[src/logic/sar_adc_regs.vh]
// constants shared by the serial frame control block of the sar converter
`ifndef SAR_ADC_REGS_VH
`define SAR_ADC_REGS_VH

// ---------------------------------------------------------------
// control word layout (serial-loaded, write only)
// ---------------------------------------------------------------
`define CTRL_WORD_W       8
`define CTRL_RESET        8'h00
`define CHAN_SEL_MSB      5
`define CHAN_SEL_LSB      3
`define CHAN_W            3
`define CHAN_RESET        3'h0

// ---------------------------------------------------------------
// conversion framing, counted in serial clock edges
// ---------------------------------------------------------------
`define EDGE_CNT_W        5
`define EDGE_NONE         5'h00
`define EDGE_FIRST        5'h01
`define EDGE_TRACK_LAST   5'h03
`define EDGE_HOLD_START   5'h04
`define EDGE_DATA_START   5'h05
`define EDGE_CTRL_LAST    5'h08
`define EDGE_CONV_LAST    5'h10

// ---------------------------------------------------------------
// result word
// ---------------------------------------------------------------
`define RESULT_W          12
`define RESULT_ZERO       12'h000
`define RESULT_MSB        11

`endif

[src/logic/sar_adc_serial_frame_control.v]
// serial frame and conversion sequencing of an eight channel 12-bit sar converter
`timescale 1ns/1ps
`default_nettype none
`include "sar_adc_regs.vh"

module sar_adc_serial_frame_control #(
  parameter             RESULT_W = `RESULT_W,
  parameter             CHAN_W   = `CHAN_W
) (
  // clock and reset
  input  wire                i_clk,
  input  wire                i_nrst,
  // serial pins from the host
  input  wire                i_cs_n,
  input  wire                i_sclk,
  input  wire                i_din,
  // serial data pin to the host
  output wire                o_dout,
  output wire                o_dout_oe,
  // converter core control
  output wire                o_track,
  output wire                o_power_down,
  output wire                o_convert_start,
  output wire [CHAN_W-1:0]   o_conv_chan,
  output wire [CHAN_W-1:0]   o_chan_select,
  // result words from the converter core
  input  wire [RESULT_W-1:0] i_result,
  input  wire                i_result_valid,
  output wire                o_result_ready
);

  // ---------------------------------------------------------------
  // pin synchronisers
  // ---------------------------------------------------------------

  wire       cs_n_s;
  wire       sclk_s;
  wire       din_s;

  // chip select idles high so it resets high, keeping the frame closed
  pin_sync #(
    .W       (1),
    .RST_VAL (1'b1)
  ) u_cs_sync (
    .i_clk   (i_clk),
    .i_nrst  (i_nrst),
    .i_async (i_cs_n),
    .o_sync  (cs_n_s)
  );

  // clock and data share one synchroniser so their skew stays equal
  pin_sync #(
    .W       (2),
    .RST_VAL (2'b00)
  ) u_sd_sync (
    .i_clk   (i_clk),
    .i_nrst  (i_nrst),
    .i_async ({i_sclk, i_din}),
    .o_sync  ({sclk_s, din_s})
  );

  // ---------------------------------------------------------------
  // edge detection
  // ---------------------------------------------------------------

  reg        cs_n_q_reg;
  reg        sclk_q_reg;
  wire       cs_low;
  wire       cs_fall;
  wire       cs_rise;
  wire       sclk_fall;
  wire       sclk_rise;
  wire       fall_ev;
  wire       rise_ev;

  // delayed copies of the synchronised pins; an edge is a difference
  // between copy and pin, so each sclk phase must span at least one
  // system clock or that edge is lost
  always @(posedge i_clk) begin
    if (!i_nrst) begin
      cs_n_q_reg <= 1'b1;
      sclk_q_reg <= 1'b0;
    end else begin
      cs_n_q_reg <= cs_n_s;
      sclk_q_reg <= sclk_s;
    end
  end

  assign cs_low    = ~cs_n_s;
  assign cs_fall   = cs_n_q_reg & ~cs_n_s;
  assign cs_rise   = ~cs_n_q_reg & cs_n_s;
  assign sclk_fall = sclk_q_reg & ~sclk_s;
  assign sclk_rise = ~sclk_q_reg & sclk_s;

  // clock edges only count inside a frame; a fall coinciding with the
  // chip select fall is consumed by the frame start itself
  assign fall_ev   = sclk_fall & cs_low & ~cs_fall;
  assign rise_ev   = sclk_rise & cs_low & ~cs_fall;

  // ---------------------------------------------------------------
  // phase decoding
  // ---------------------------------------------------------------

  // track covers the first three falls of each conversion; the sample
  // is frozen on fall four, when hold begins
  function in_track;
    input [`EDGE_CNT_W-1:0] cnt;
    begin
      in_track = (cnt >= `EDGE_FIRST) && (cnt <= `EDGE_TRACK_LAST);
    end
  endfunction

  // the core is idle outside a conversion and after its last fall
  function in_idle;
    input [`EDGE_CNT_W-1:0] cnt;
    begin
      in_idle = (cnt == `EDGE_NONE) || (cnt == `EDGE_CONV_LAST);
    end
  endfunction

  // ---------------------------------------------------------------
  // falling edge sequencer
  // ---------------------------------------------------------------

  reg  [`EDGE_CNT_W-1:0] fall_cnt_reg;
  reg  [`EDGE_CNT_W-1:0] fall_cnt_next;
  reg                    conv_begin;

  // fall counter, 0 = waiting for the first fall, 1..16 = fall number;
  // count 16 doubles as the idle point between back to back conversions,
  // which saves a separate idle state
  always @* begin
    fall_cnt_next = fall_cnt_reg;
    conv_begin    = 1'b0;
    if (!cs_low) begin
      fall_cnt_next = `EDGE_NONE;
    end else if (cs_fall) begin
      if (!sclk_s) begin
        // clock already low or falling with chip select
        fall_cnt_next = `EDGE_FIRST;
        conv_begin    = 1'b1;
      end else begin
        fall_cnt_next = `EDGE_NONE;
      end
    end else if (fall_ev) begin
      if (in_idle(fall_cnt_reg)) begin
        // first fall of a frame or of a back to back conversion
        fall_cnt_next = `EDGE_FIRST;
        conv_begin    = 1'b1;
      end else begin
        fall_cnt_next = fall_cnt_reg + 1'b1;
      end
    end
  end

  always @(posedge i_clk) begin
    if (!i_nrst)
      fall_cnt_reg <= `EDGE_NONE;
    else
      fall_cnt_reg <= fall_cnt_next;
  end

  // ---------------------------------------------------------------
  // rising edge counter and control word capture
  // ---------------------------------------------------------------

  reg  [`EDGE_CNT_W-1:0]  rise_cnt_reg;
  reg  [`CTRL_WORD_W-1:0] ctrl_shift_reg;
  reg  [`CTRL_WORD_W-1:0] channel_select_control_reg;
  wire [`CTRL_WORD_W-1:0] ctrl_shift_next;

  assign ctrl_shift_next = {ctrl_shift_reg[`CTRL_WORD_W-2:0], din_s};

  // the rise count restarts with each conversion; a partial control word
  // from an aborted conversion never reaches the control register
  always @(posedge i_clk) begin
    if (!i_nrst) begin
      rise_cnt_reg               <= `EDGE_NONE;
      ctrl_shift_reg             <= `CTRL_RESET;
      channel_select_control_reg <= `CTRL_RESET;
    end else if (!cs_low || conv_begin) begin
      rise_cnt_reg   <= `EDGE_NONE;
      ctrl_shift_reg <= `CTRL_RESET;
    end else if (rise_ev && (fall_cnt_reg != `EDGE_NONE)) begin
      if (rise_cnt_reg != `EDGE_CONV_LAST)
        rise_cnt_reg <= rise_cnt_reg + 1'b1;
      if (rise_cnt_reg < `EDGE_CTRL_LAST) begin
        ctrl_shift_reg <= ctrl_shift_next;
        if (rise_cnt_reg == `EDGE_CTRL_LAST - 1'b1)
          channel_select_control_reg <= ctrl_shift_next;
      end
    end
  end

  // only the address field is ever read out of the control register
  assign o_chan_select =
    channel_select_control_reg[`CHAN_SEL_MSB:`CHAN_SEL_LSB];

  // ---------------------------------------------------------------
  // channel sequencing
  // ---------------------------------------------------------------

  reg [CHAN_W-1:0] conv_chan_reg;

  // the channel loaded in one conversion steers the next one; after reset
  // channel zero is used, which the host must not rely on
  always @(posedge i_clk) begin
    if (!i_nrst)
      conv_chan_reg <= `CHAN_RESET;
    else if (conv_begin)
      conv_chan_reg <= o_chan_select;
  end

  assign o_conv_chan = conv_chan_reg;

  // ---------------------------------------------------------------
  // core mode outputs
  // ---------------------------------------------------------------

  reg track_reg;
  reg power_down_reg;
  reg convert_start_reg;

  // registered from the next count so they line up with the edge itself;
  // registering costs no extra stage of latency and buys glitch free control of the core
  always @(posedge i_clk) begin
    if (!i_nrst) begin
      track_reg         <= 1'b0;
      power_down_reg    <= 1'b1;
      convert_start_reg <= 1'b0;
    end else begin
      track_reg         <= in_track(fall_cnt_next);
      power_down_reg    <= in_idle(fall_cnt_next);
      convert_start_reg <= fall_ev &&
                           (fall_cnt_next == `EDGE_HOLD_START);
    end
  end

  assign o_track         = track_reg;
  assign o_power_down    = power_down_reg;
  assign o_convert_start = convert_start_reg;

  // ---------------------------------------------------------------
  // result buffer
  // ---------------------------------------------------------------

  wire [RESULT_W-1:0] buf_data;
  wire                buf_valid;
  wire                buf_pop;

  // the shifter drains one word per conversion, so a core that runs
  // ahead fills the buffer and then sees its ready drop
  word_fifo2 #(
    .W       (RESULT_W),
    .DEPTH   (2),
    .PTR_W   (1)
  ) u_result_buf (
    .i_clk   (i_clk),
    .i_nrst  (i_nrst),
    .i_flush (cs_rise),
    .i_data  (i_result),
    .i_valid (i_result_valid),
    .o_ready (o_result_ready),
    .o_data  (buf_data),
    .o_valid (buf_valid),
    .i_ready (buf_pop)
  );

  // the word leaves the buffer on the fall that shows its msb
  assign buf_pop = fall_ev && (fall_cnt_next == `EDGE_DATA_START);

  // ---------------------------------------------------------------
  // serial output shifter
  // ---------------------------------------------------------------

  reg [RESULT_W-1:0] res_shift_reg;
  reg                dout_reg;
  reg                dout_oe_reg;
  wire [RESULT_W-1:0] load_word;

  // an empty buffer at the first data fall shifts out zeros instead
  assign load_word = buf_valid ? buf_data : `RESULT_ZERO;

  // each counted fall presents the next bit; the word is sent as is,
  // so any coding the core applies reaches the host unchanged
  always @(posedge i_clk) begin
    if (!i_nrst) begin
      res_shift_reg <= `RESULT_ZERO;
      dout_reg      <= 1'b0;
    end else if (!cs_low) begin
      res_shift_reg <= `RESULT_ZERO;
      dout_reg      <= 1'b0;
    end else if (conv_begin || fall_ev) begin
      if (fall_cnt_next < `EDGE_DATA_START) begin
        dout_reg <= 1'b0;
      end else if (fall_cnt_next == `EDGE_DATA_START) begin
        dout_reg      <= load_word[`RESULT_MSB];
        res_shift_reg <= {load_word[RESULT_W-2:0], 1'b0};
      end else begin
        dout_reg      <= res_shift_reg[`RESULT_MSB];
        res_shift_reg <= {res_shift_reg[RESULT_W-2:0], 1'b0};
      end
    end
  end

  // the enable follows chip select alone, with no clock edge needed;
  // it lags the pin by the synchroniser depth plus this stage
  always @(posedge i_clk) begin
    if (!i_nrst)
      dout_oe_reg <= 1'b0;
    else
      dout_oe_reg <= cs_low;
  end

  assign o_dout    = dout_reg;
  assign o_dout_oe = dout_oe_reg;

endmodule // sar_adc_serial_frame_control

`default_nettype wire

[src/logic/pin_sync.v]
// two flip-flop synchroniser for pins arriving from outside the clock domain
`timescale 1ns/1ps
`default_nettype none

module pin_sync #(
  parameter             W       = 1,
  parameter [W-1:0]     RST_VAL = {W{1'b0}}
) (
  // clock and reset
  input  wire           i_clk,
  input  wire           i_nrst,
  // asynchronous pins and their synchronised copy
  input  wire [W-1:0]   i_async,
  output wire [W-1:0]   o_sync
);

  reg [W-1:0] meta_reg;
  reg [W-1:0] sync_reg;

  // first stage feeds only the second stage
  always @(posedge i_clk) begin
    if (!i_nrst) begin
      meta_reg <= RST_VAL;
      sync_reg <= RST_VAL;
    end else begin
      meta_reg <= i_async;
      sync_reg <= meta_reg;
    end
  end

  assign o_sync = sync_reg;

endmodule // pin_sync

`default_nettype wire

[src/logic/word_fifo2.v]
// small valid/ready buffer holding result words between core and shifter
`timescale 1ns/1ps
`default_nettype none

module word_fifo2 #(
  parameter             W     = 12,
  parameter             DEPTH = 2,
  parameter             PTR_W = 1
) (
  // clock and reset
  input  wire           i_clk,
  input  wire           i_nrst,
  input  wire           i_flush,
  // fill side
  input  wire [W-1:0]   i_data,
  input  wire           i_valid,
  output wire           o_ready,
  // drain side
  output wire [W-1:0]   o_data,
  output wire           o_valid,
  input  wire           i_ready
);

  reg [W-1:0]   mem [0:DEPTH-1];
  reg [PTR_W-1:0] wr_ptr_reg;
  reg [PTR_W-1:0] rd_ptr_reg;
  reg [PTR_W:0] count_reg;
  wire          push;
  wire          pop;

  // honest flags straight from the fill count
  assign o_ready = (count_reg != DEPTH[PTR_W:0]);
  assign o_valid = (count_reg != {(PTR_W+1){1'b0}});
  assign o_data  = mem[rd_ptr_reg];
  assign push    = i_valid & o_ready;
  assign pop     = i_ready & o_valid;

  // pointer wrap helper, depth need not be a power of two
  function [PTR_W-1:0] ptr_inc;
    input [PTR_W-1:0] p;
    begin
      if (p == DEPTH[PTR_W-1:0] - 1'b1)
        ptr_inc = {PTR_W{1'b0}};
      else
        ptr_inc = p + 1'b1;
    end
  endfunction

  // storage has no reset, only pointers and count do
  always @(posedge i_clk) begin
    if (push)
      mem[wr_ptr_reg] <= i_data;
  end

  // flush drops anything held, a push in the same cycle is dropped too
  always @(posedge i_clk) begin
    if (!i_nrst || i_flush) begin
      wr_ptr_reg <= {PTR_W{1'b0}};
      rd_ptr_reg <= {PTR_W{1'b0}};
      count_reg  <= {(PTR_W+1){1'b0}};
    end else begin
      if (push)
        wr_ptr_reg <= ptr_inc(wr_ptr_reg);
      if (pop)
        rd_ptr_reg <= ptr_inc(rd_ptr_reg);
      if (push && !pop)
        count_reg <= count_reg + 1'b1;
      else if (pop && !push)
        count_reg <= count_reg - 1'b1;
    end
  end

endmodule // word_fifo2

`default_nettype wire

[config.mk]
export PLATFORM = sky130hd
export DESIGN_NAME = sar_adc_serial_frame_control
export DESIGN_NICKNAME = d
export VERILOG_FILES = /design/src/logic/sar_adc_serial_frame_control.v /design/src/logic/pin_sync.v /design/src/logic/word_fifo2.v
export VERILOG_INCLUDE_DIRS = /design/src /design/src/logic
export SDC_FILE = /design/constraint.sdc
export NUM_CORES = 1
export LEC_CHECK = 0
export CAP_MARGIN = 10
export CELL_PAD_IN_SITES_DETAIL_PLACEMENT = 0
export CELL_PAD_IN_SITES_GLOBAL_PLACEMENT = 1
export CORE_MARGIN = 2
export CORE_UTILIZATION = 49
export DETAILED_ROUTE_END_ITERATION = 12
export DONT_BUFFER_PORTS = 1
export GPL_TIMING_DRIVEN = 0
export PLACE_DENSITY_LB_ADDON = 0.1
export SLEW_MARGIN = 20
export SYNTH_ARGS = -nofsm -noshare
export SYNTH_HDL_FRONTEND = slang
export SYNTH_HIERARCHICAL = 1
export SYNTH_SLANG_ARGS = --single-unit
export TNS_END_PERCENT = 20
[constraint.sdc]
create_clock -name i_clk -period 3.75 [get_ports i_clk]
set_input_delay 0.1875 -clock i_clk [delete_from_list [all_inputs] [get_ports i_clk]]
set_output_delay 0.1875 -clock i_clk [all_outputs]
set_load 0.1 [all_outputs]
Yosys cells after proc, flatten, opt, wreduce, memory -nomap -nowiden
Memory sizes are Yosys's and may differ from the RTL's. A register that Yosys moved wholly into a read port is not among the register bits.
Index checks and enable logic that the tools add are counted.
Storage, ports and cells
  bits in registers: 53
  RAM bits: 24
  input port bits: 18
  output and inout bits: 12
  logic and storage cells: 103
  memories kept: 1
Operators by class
  add/sub/neg operators: 6
  order comparisons: 4
  eq/ne operators: 7
  muxes and demuxes: 22
  bitwise operators: 18
  reductions and logical operators: 25
Memories
  u_result_buf.mem: words 2, width 12, read ports 1, clocked after memory_dff 1, write ports 1, RTL line word_fifo2.v:24  | reg [W-1:0] mem [0:DEPTH-1];
Operators with widths (number)
  two-way mux 12 bit: 2
  two-way mux 5 bit: 4
  == test 5 x 3 -> 1 bit, second input constant: 3
  two-way mux 1 bit: 14
  adder 5 x 1 -> 5 bit, second input constant: 2
  AND 1 bit: 10
  == test 5 bit, second input constant: 2
  zero test 5 bit: 2
  inverter 1 bit: 8
  logical AND 1 bit: 6
  AND reduction 2 bit: 3
  greater-or-equal comparator 5 x 1 -> 1 bit, second input constant: 1
  <= comparator 5 x 2 -> 1 bit, second input constant: 1
  logical OR 1 bit: 5
  < comparator 5 x 3 -> 1 bit, second input constant: 1
  < comparator 5 x 4 -> 1 bit, second input constant: 1
  != test 5 bit, second input constant: 1
  nonzero test 5 bit: 1
  two-way mux 2 bit: 2
  AND reduction 4 bit: 1
  nonzero test 2 bit: 2
  OR reduction 2 bit: 2
  zero test 1 bit: 3
  adder 1 bit, second input constant: 2
  other kinds (3): 3

Logic depth before layout (Yosys ltp)
  depth after elaboration: 13
  gate-level depth with buffers: 14

By module
The synthesis kept the hierarchy.
Modules (own cells, without submodules)
  sar_adc_serial_frame_control: times used 1, cells an instance 226, area each 1931.9 µm²
  word_fifo2: times used 1, cells an instance 62, area each 1089.8 µm²
  pin_sync (u_sd_sync): times used 1, cells an instance 8, area each 105.1 µm²
  pin_sync (u_cs_sync): times used 1, cells an instance 4, area each 52.6 µm²

Worst setup path after synthesis
No wires, ideal clock.
  path kind: register -> register
  from: reg u_cs_sync.sync_reg, in the netlist u_cs_sync/o_sync
  to: reg u_result_buf.count_reg[1]
  setup time: 0.070 ns
  arrival: 2.641 ns
  required time: 3.680 ns
  setup slack: 1.039 ns
  stages on the path, launching flop included: 13
  cell sequence: dfxtp_1 -> buf_4 -> or4b_1 -> buf_2 -> nand2_1 -> o2111ai_1 -> o21bai_4 -> buf_1 -> nor2_1 -> o21ai_0 -> ha_1 -> or3_1 -> a21oi_1
Between the ends
  word-level cells in the longest chain between the ends: 13
Ends and longest elaborated chain
  start, declared: RTL line pin_sync.v:18  | reg [W-1:0] sync_reg;
  start signal, assigned: RTL line pin_sync.v:27  | sync_reg <= meta_reg;
  inverter 1 bit: RTL line sar_adc_serial_frame_control.v:89, sar_adc_serial_frame_control.v:90
  AND 1 bit: RTL line sar_adc_serial_frame_control.v:90  | assign cs_fall = cs_n_q_reg & ~cs_n_s;
  inverter 1 bit: RTL line sar_adc_serial_frame_control.v:97  | assign fall_ev = sclk_fall & cs_low & ~cs_fall;
  AND 1 bit: RTL line sar_adc_serial_frame_control.v:97
  two-way mux 5 bit: RTL line sar_adc_serial_frame_control.v:145  | end else if (fall_ev) begin
  two-way mux 5 bit: RTL line sar_adc_serial_frame_control.v:137  | end else if (cs_fall) begin
  two-way mux 5 bit: RTL line sar_adc_serial_frame_control.v:135  | if (!cs_low) begin
  == test 5 x 3 -> 1 bit (no source line)
  logical AND 1 bit *: RTL line sar_adc_serial_frame_control.v:270  | assign buf_pop = fall_ev && (fall_cnt_next == `EDGE_DATA_START);
  net buf_pop: RTL line sar_adc_serial_frame_control.v:249  | wire buf_pop;
  AND 1 bit *: RTL line word_fifo2.v:36  | assign pop = i_ready & o_valid;
  zero test 1 bit: RTL line word_fifo2.v:66  | if (push && !pop)
  logical AND 1 bit: RTL line word_fifo2.v:66
  two-way mux 2 bit / nonzero test 2 bit (equally long branches)
  end signal, assigned: RTL line word_fifo2.v:60  | count_reg <= {(PTR_W+1){1'b0}};
  end signal, assigned: RTL line word_fifo2.v:67  | count_reg <= count_reg + 1'b1;
  end signal, assigned: RTL line word_fifo2.v:69  | count_reg <= count_reg - 1'b1;
  end, declared: RTL line word_fifo2.v:27  | reg [PTR_W:0] count_reg;
Mark *: on every way through the listed nets, which the timed path passes. The rest lies on a longest branch.
A chain may end at the register's enable or synchronous reset.

Worst setup path after layout
  from: reg fall_cnt_reg[0]
  to: reg u_result_buf.count_reg[1]
Between the ends
  word-level cells in the longest chain between the ends: 12
Ends and longest elaborated chain
  start, declared: RTL line sar_adc_serial_frame_control.v:125  | reg [`EDGE_CNT_W-1:0] fall_cnt_reg;
  start signal, assigned: RTL line sar_adc_serial_frame_control.v:158  | fall_cnt_reg <= `EDGE_NONE;
  start signal, assigned: RTL line sar_adc_serial_frame_control.v:160  | fall_cnt_reg <= fall_cnt_next;
  branches (longest 3 deep; another with adder 5 x 1 -> 5 bit)
  two-way mux 5 bit *: RTL line sar_adc_serial_frame_control.v:145
  two-way mux 5 bit *: RTL line sar_adc_serial_frame_control.v:137
  two-way mux 5 bit *: RTL line sar_adc_serial_frame_control.v:135
  == test 5 x 3 -> 1 bit (no source line) *
  logical AND 1 bit *: RTL line sar_adc_serial_frame_control.v:270
  net buf_pop: RTL line sar_adc_serial_frame_control.v:249
  AND 1 bit *: RTL line word_fifo2.v:36
  zero test 1 bit: RTL line word_fifo2.v:66
  logical AND 1 bit: RTL line word_fifo2.v:66
  two-way mux 2 bit / nonzero test 2 bit (equally long branches)
Mark *: on every way through the listed nets, which the timed path passes.

==> run_results.csv <==
group,metric,value,unit
floorplanning,die_w,84.6,µm
finish,final_nets,350,
cts,insertion_delay,350,ps
cts,clk_pin_slew,80,ps
setup_path,r2r-end,"u_result_buf/count_reg[1]$_SDFFE_PP0P_",
finish,largest_register_ffs,24,
setup_path,r2r_cells,11,
synth,yosys-top-cells-count,"dfxtp_1, nand2_1, edfxtp_1, nor2_1, mux2i_1",
route,ant_nets,0,
grt,grt_pass1_wl,10.2,mm
synth,synth_edf_count,24,
pwr,power.share.clock,45.8,%
finish,diodes,0,
route,drt-total-wl,6.02,mm
cts,clockBufferDepth,2,
setup_path,cp_top_family,"simple AND/OR/NAND/NOR gates",
route,drt-initial-drc-count,82,
finish,fin_area,3710,µm²
pwr,total_leakage_power,1.36,nW
route,firstDrtPassIters,4,
finish,multi_input_area,1360,µm²
setup_path,cp.depth,11,
route,via_per_inst,5.29,
floorplanning,dieArea,7150,µm²
setup_path,crit_buf_inv,1,
cts,root_buffer,"clkbuf_8",
timing,finClkSkew,10.6,ps
placed_design,io_buffers,0,
setup_path,cp_slowest_cell,"dfxtp_1",
floorplanning,start_util,50.4,%
finish,postLayoutCoreUtil,58.7,%
grt,grt_overflow,0,
synth,ys.flop_type,"dfxtp_1",
timing,fin_crit,3160,ps
cts,cts_tree,"done",
timing,post-route-period-util,84.3,%
placed_design,dpl.hpwl,4.10,mm
synth,synth_top_area_share,31.5,%
min_path,min-delay-start,"i_result_valid",
synth,syn_inst,300,
cts,numCtsBuffers,9,
timing,slew_violations,0,
timing,fmax,316,MHz
grt,antenna_found_initial,0,
synth,synth_top_area_cell,"dfxtp_1",
setup_path,slowest_delay,380,ps
synth,syn_area,3180,µm²
pwr,power_switching_share,21.8,%
timing,setup_violations,0,
route,route.detailed.drc,0,
floorplanning,ioPinCount,30,
synth,seq_area_frac_synth,54.2,%
synth,syn_nets,323,
timing,relSlewSlack,23.8,%
synth,synthDistinctLibCells,44,
timing,rsz0062_at_grt,"no",
grt,grt_max_degree,15,
grt,grt_pass1_vias,2142,
route,avgRoutedWirePerCell,14.7,µm
route,via_count,2164,
job,cap_violations,0,
synth,synthTopCellsByArea,"dfxtp_1, edfxtp_1, mux2_2",
finish,seqCellArea,1720,µm²
setup_path,crit_path_start,"fall_cnt_reg[0]$_SDFF_PN0_",
timing,worst_pin_slew,1140,ps
synth,synth_most_common_cell,"dfxtp_1",
finish,syn_to_final_growth,16.6,%
floorplanning,rows,29,
placed_design,place_congestion,0.772,
pwr,power.density,490,nW/µm²
setup_path,timing.rr.start,"fall_cnt_reg[0]$_SDFF_PN0_",
setup_path,worstPathRequired,4030,ps
cts,cts_setup_buffers,0,
setup_path,crit_path_end,"u_result_buf/count_reg[1]$_SDFFE_PP0P_",
timing,hold_viol,0,
pwr,p_comb_share,6.0,%
grt,track_usage,18.2,%
placed_design,dpl_cell_area,3280,µm²
cts,cts_max_level,3,
setup_path,crit_top_cell,"ha_1",
floorplanning,die_h,84.6,µm
status,status,"finished clean",
timing,fin_setup_tns,0,ps
synth,async_flop_share,0,%
synth,synth_seq_cells,74,
finish,fill_cells,571,
setup_path,worstPathMaxFanout,10,
pwr,power.switching,396,µW
pwr,power_frac_seq,48.2,%
setup_path,end_kind,"flop",
setup_path,crit_path_start_kind,"flop",
synth,yosysWarnings,6,
setup_path,arrival,3440,ps
setup_path,worstSetupPathType,"flop to flop",
pwr,max-vdd-ir-drop,0.317,mV
setup_path,cp_cell_sequence,"ha_1, and3b_1, nor3_1, o2111ai_1, o21bai_4, buf_1, nor2_1, o21ai_0, ha_1, or3_1, a21oi_1",
setup_path,r2r_setup_slack,590,ps
min_path,hold_class,"primary input to flop",
pwr,p_int,1.42,mW
cts,clock_sinks,74,
floorplanning,core-area,6310,µm²
finish,drive_gt1_share,16.3,%
synth,synth_area_per_cell,10.6,µm²
per-layer routing:
layer / global-route usage [%] / vias up / wire (µm)
met1: 25.2 / 1020 / 3130
met5: 0 / - / 0
met2: 27.0 / 28 / 2580
met4: 7.79 / 0 / 143
met3: 4.92 / 11 / 157
li1: - / 1105 / -
worst min-delay path by stage:
stage,endpoint,slack (ps),depth (start not counted)
after floorplan,u_cs_sync/meta_reg$_SDFF_PN1_,260,1
after global placement,u_cs_sync/meta_reg$_SDFF_PN1_,260,1
after detailed placement,u_cs_sync/meta_reg$_SDFF_PN1_,270,1
after CTS,u_result_buf/wr_ptr_reg$_SDFFE_PP0P_,30,2
after global routing,u_result_buf/wr_ptr_reg$_SDFFE_PP0P_,50,2
final,u_result_buf/wr_ptr_reg$_SDFFE_PP0P_,30,2
layout make-up:
cell class              count  share of cell area (%)
inverters                   8                   0.810
flip-flops and latches     74                    46.4
well taps                  77                    2.60
clock buffers               9                    3.34
multi-input cells         204                    36.6
clock inverters             7                    4.01
repair buffers             16                    4.32
plain buffers              14                    1.92
per-stage QoR:
stage,instances,setup slack [ps],hold slack [ps],power (mW)
final,409,590,34.7,1.82
after global routing,409,369,46.3,1.88
after CTS,409,592,27.3,1.83
after detailed placement,377,654,266,0.988
after global placement,377,638,264,0.985
after floorplan,300,1040,261,0.967
repair_timing:
item	in CTS	in global routing
hold endpoints to repair	31	0
hold buffers	16	0
resized for setup	0	0
setup endpoints to repair	0	0
cells in the final DEF (no fill, tap or decap), types with 5 or more instances in the layout:
master	n
ha_1	5
o21ai_1	10
nand2b_1	8
dlygate4sd3_1	16
clkbuf_8	9
nor2b_1	12
xor2_1	6
a21oi_1	9
clkbuf_1	5
or3_1	5
nand2_1	28
o21ai_0	7
buf_2	6
mux2i_1	14
or2_2	12
and2_1	8
edfxtp_1	24
inv_1	8
dfxtp_1	50
a31oi_1	11
mux2_2	13
nor2_1	24
logic make-up (layout without fill, tap and decap cells):
group	after synthesis	in the layout	share of synthesized area (%)
AOI/OAI and AO/OA	46	46	9.21
xor gates and xnor gates	9	9	2.48
adders and majority gates	5	5	1.97
buffers and inverters	22	54	3.19
DFF	74	74	54.2
muxes	27	27	9.01
and+or+nand+nor	117	117	20.0
power groups by stage:
stage	Sequential (mW)	Combinational [mW]	Clock, mW
2_1_floorplan	0.891	0.0757	0
3_3_place_gp	0.893	0.0917	0
3_5_place_dp	0.895	0.0931	0
4_1_cts	0.876	0.110	0.844
5_1_grt	0.880	0.123	0.878
6_report	0.876	0.109	0.831
(Power assumes the default switching activity.)
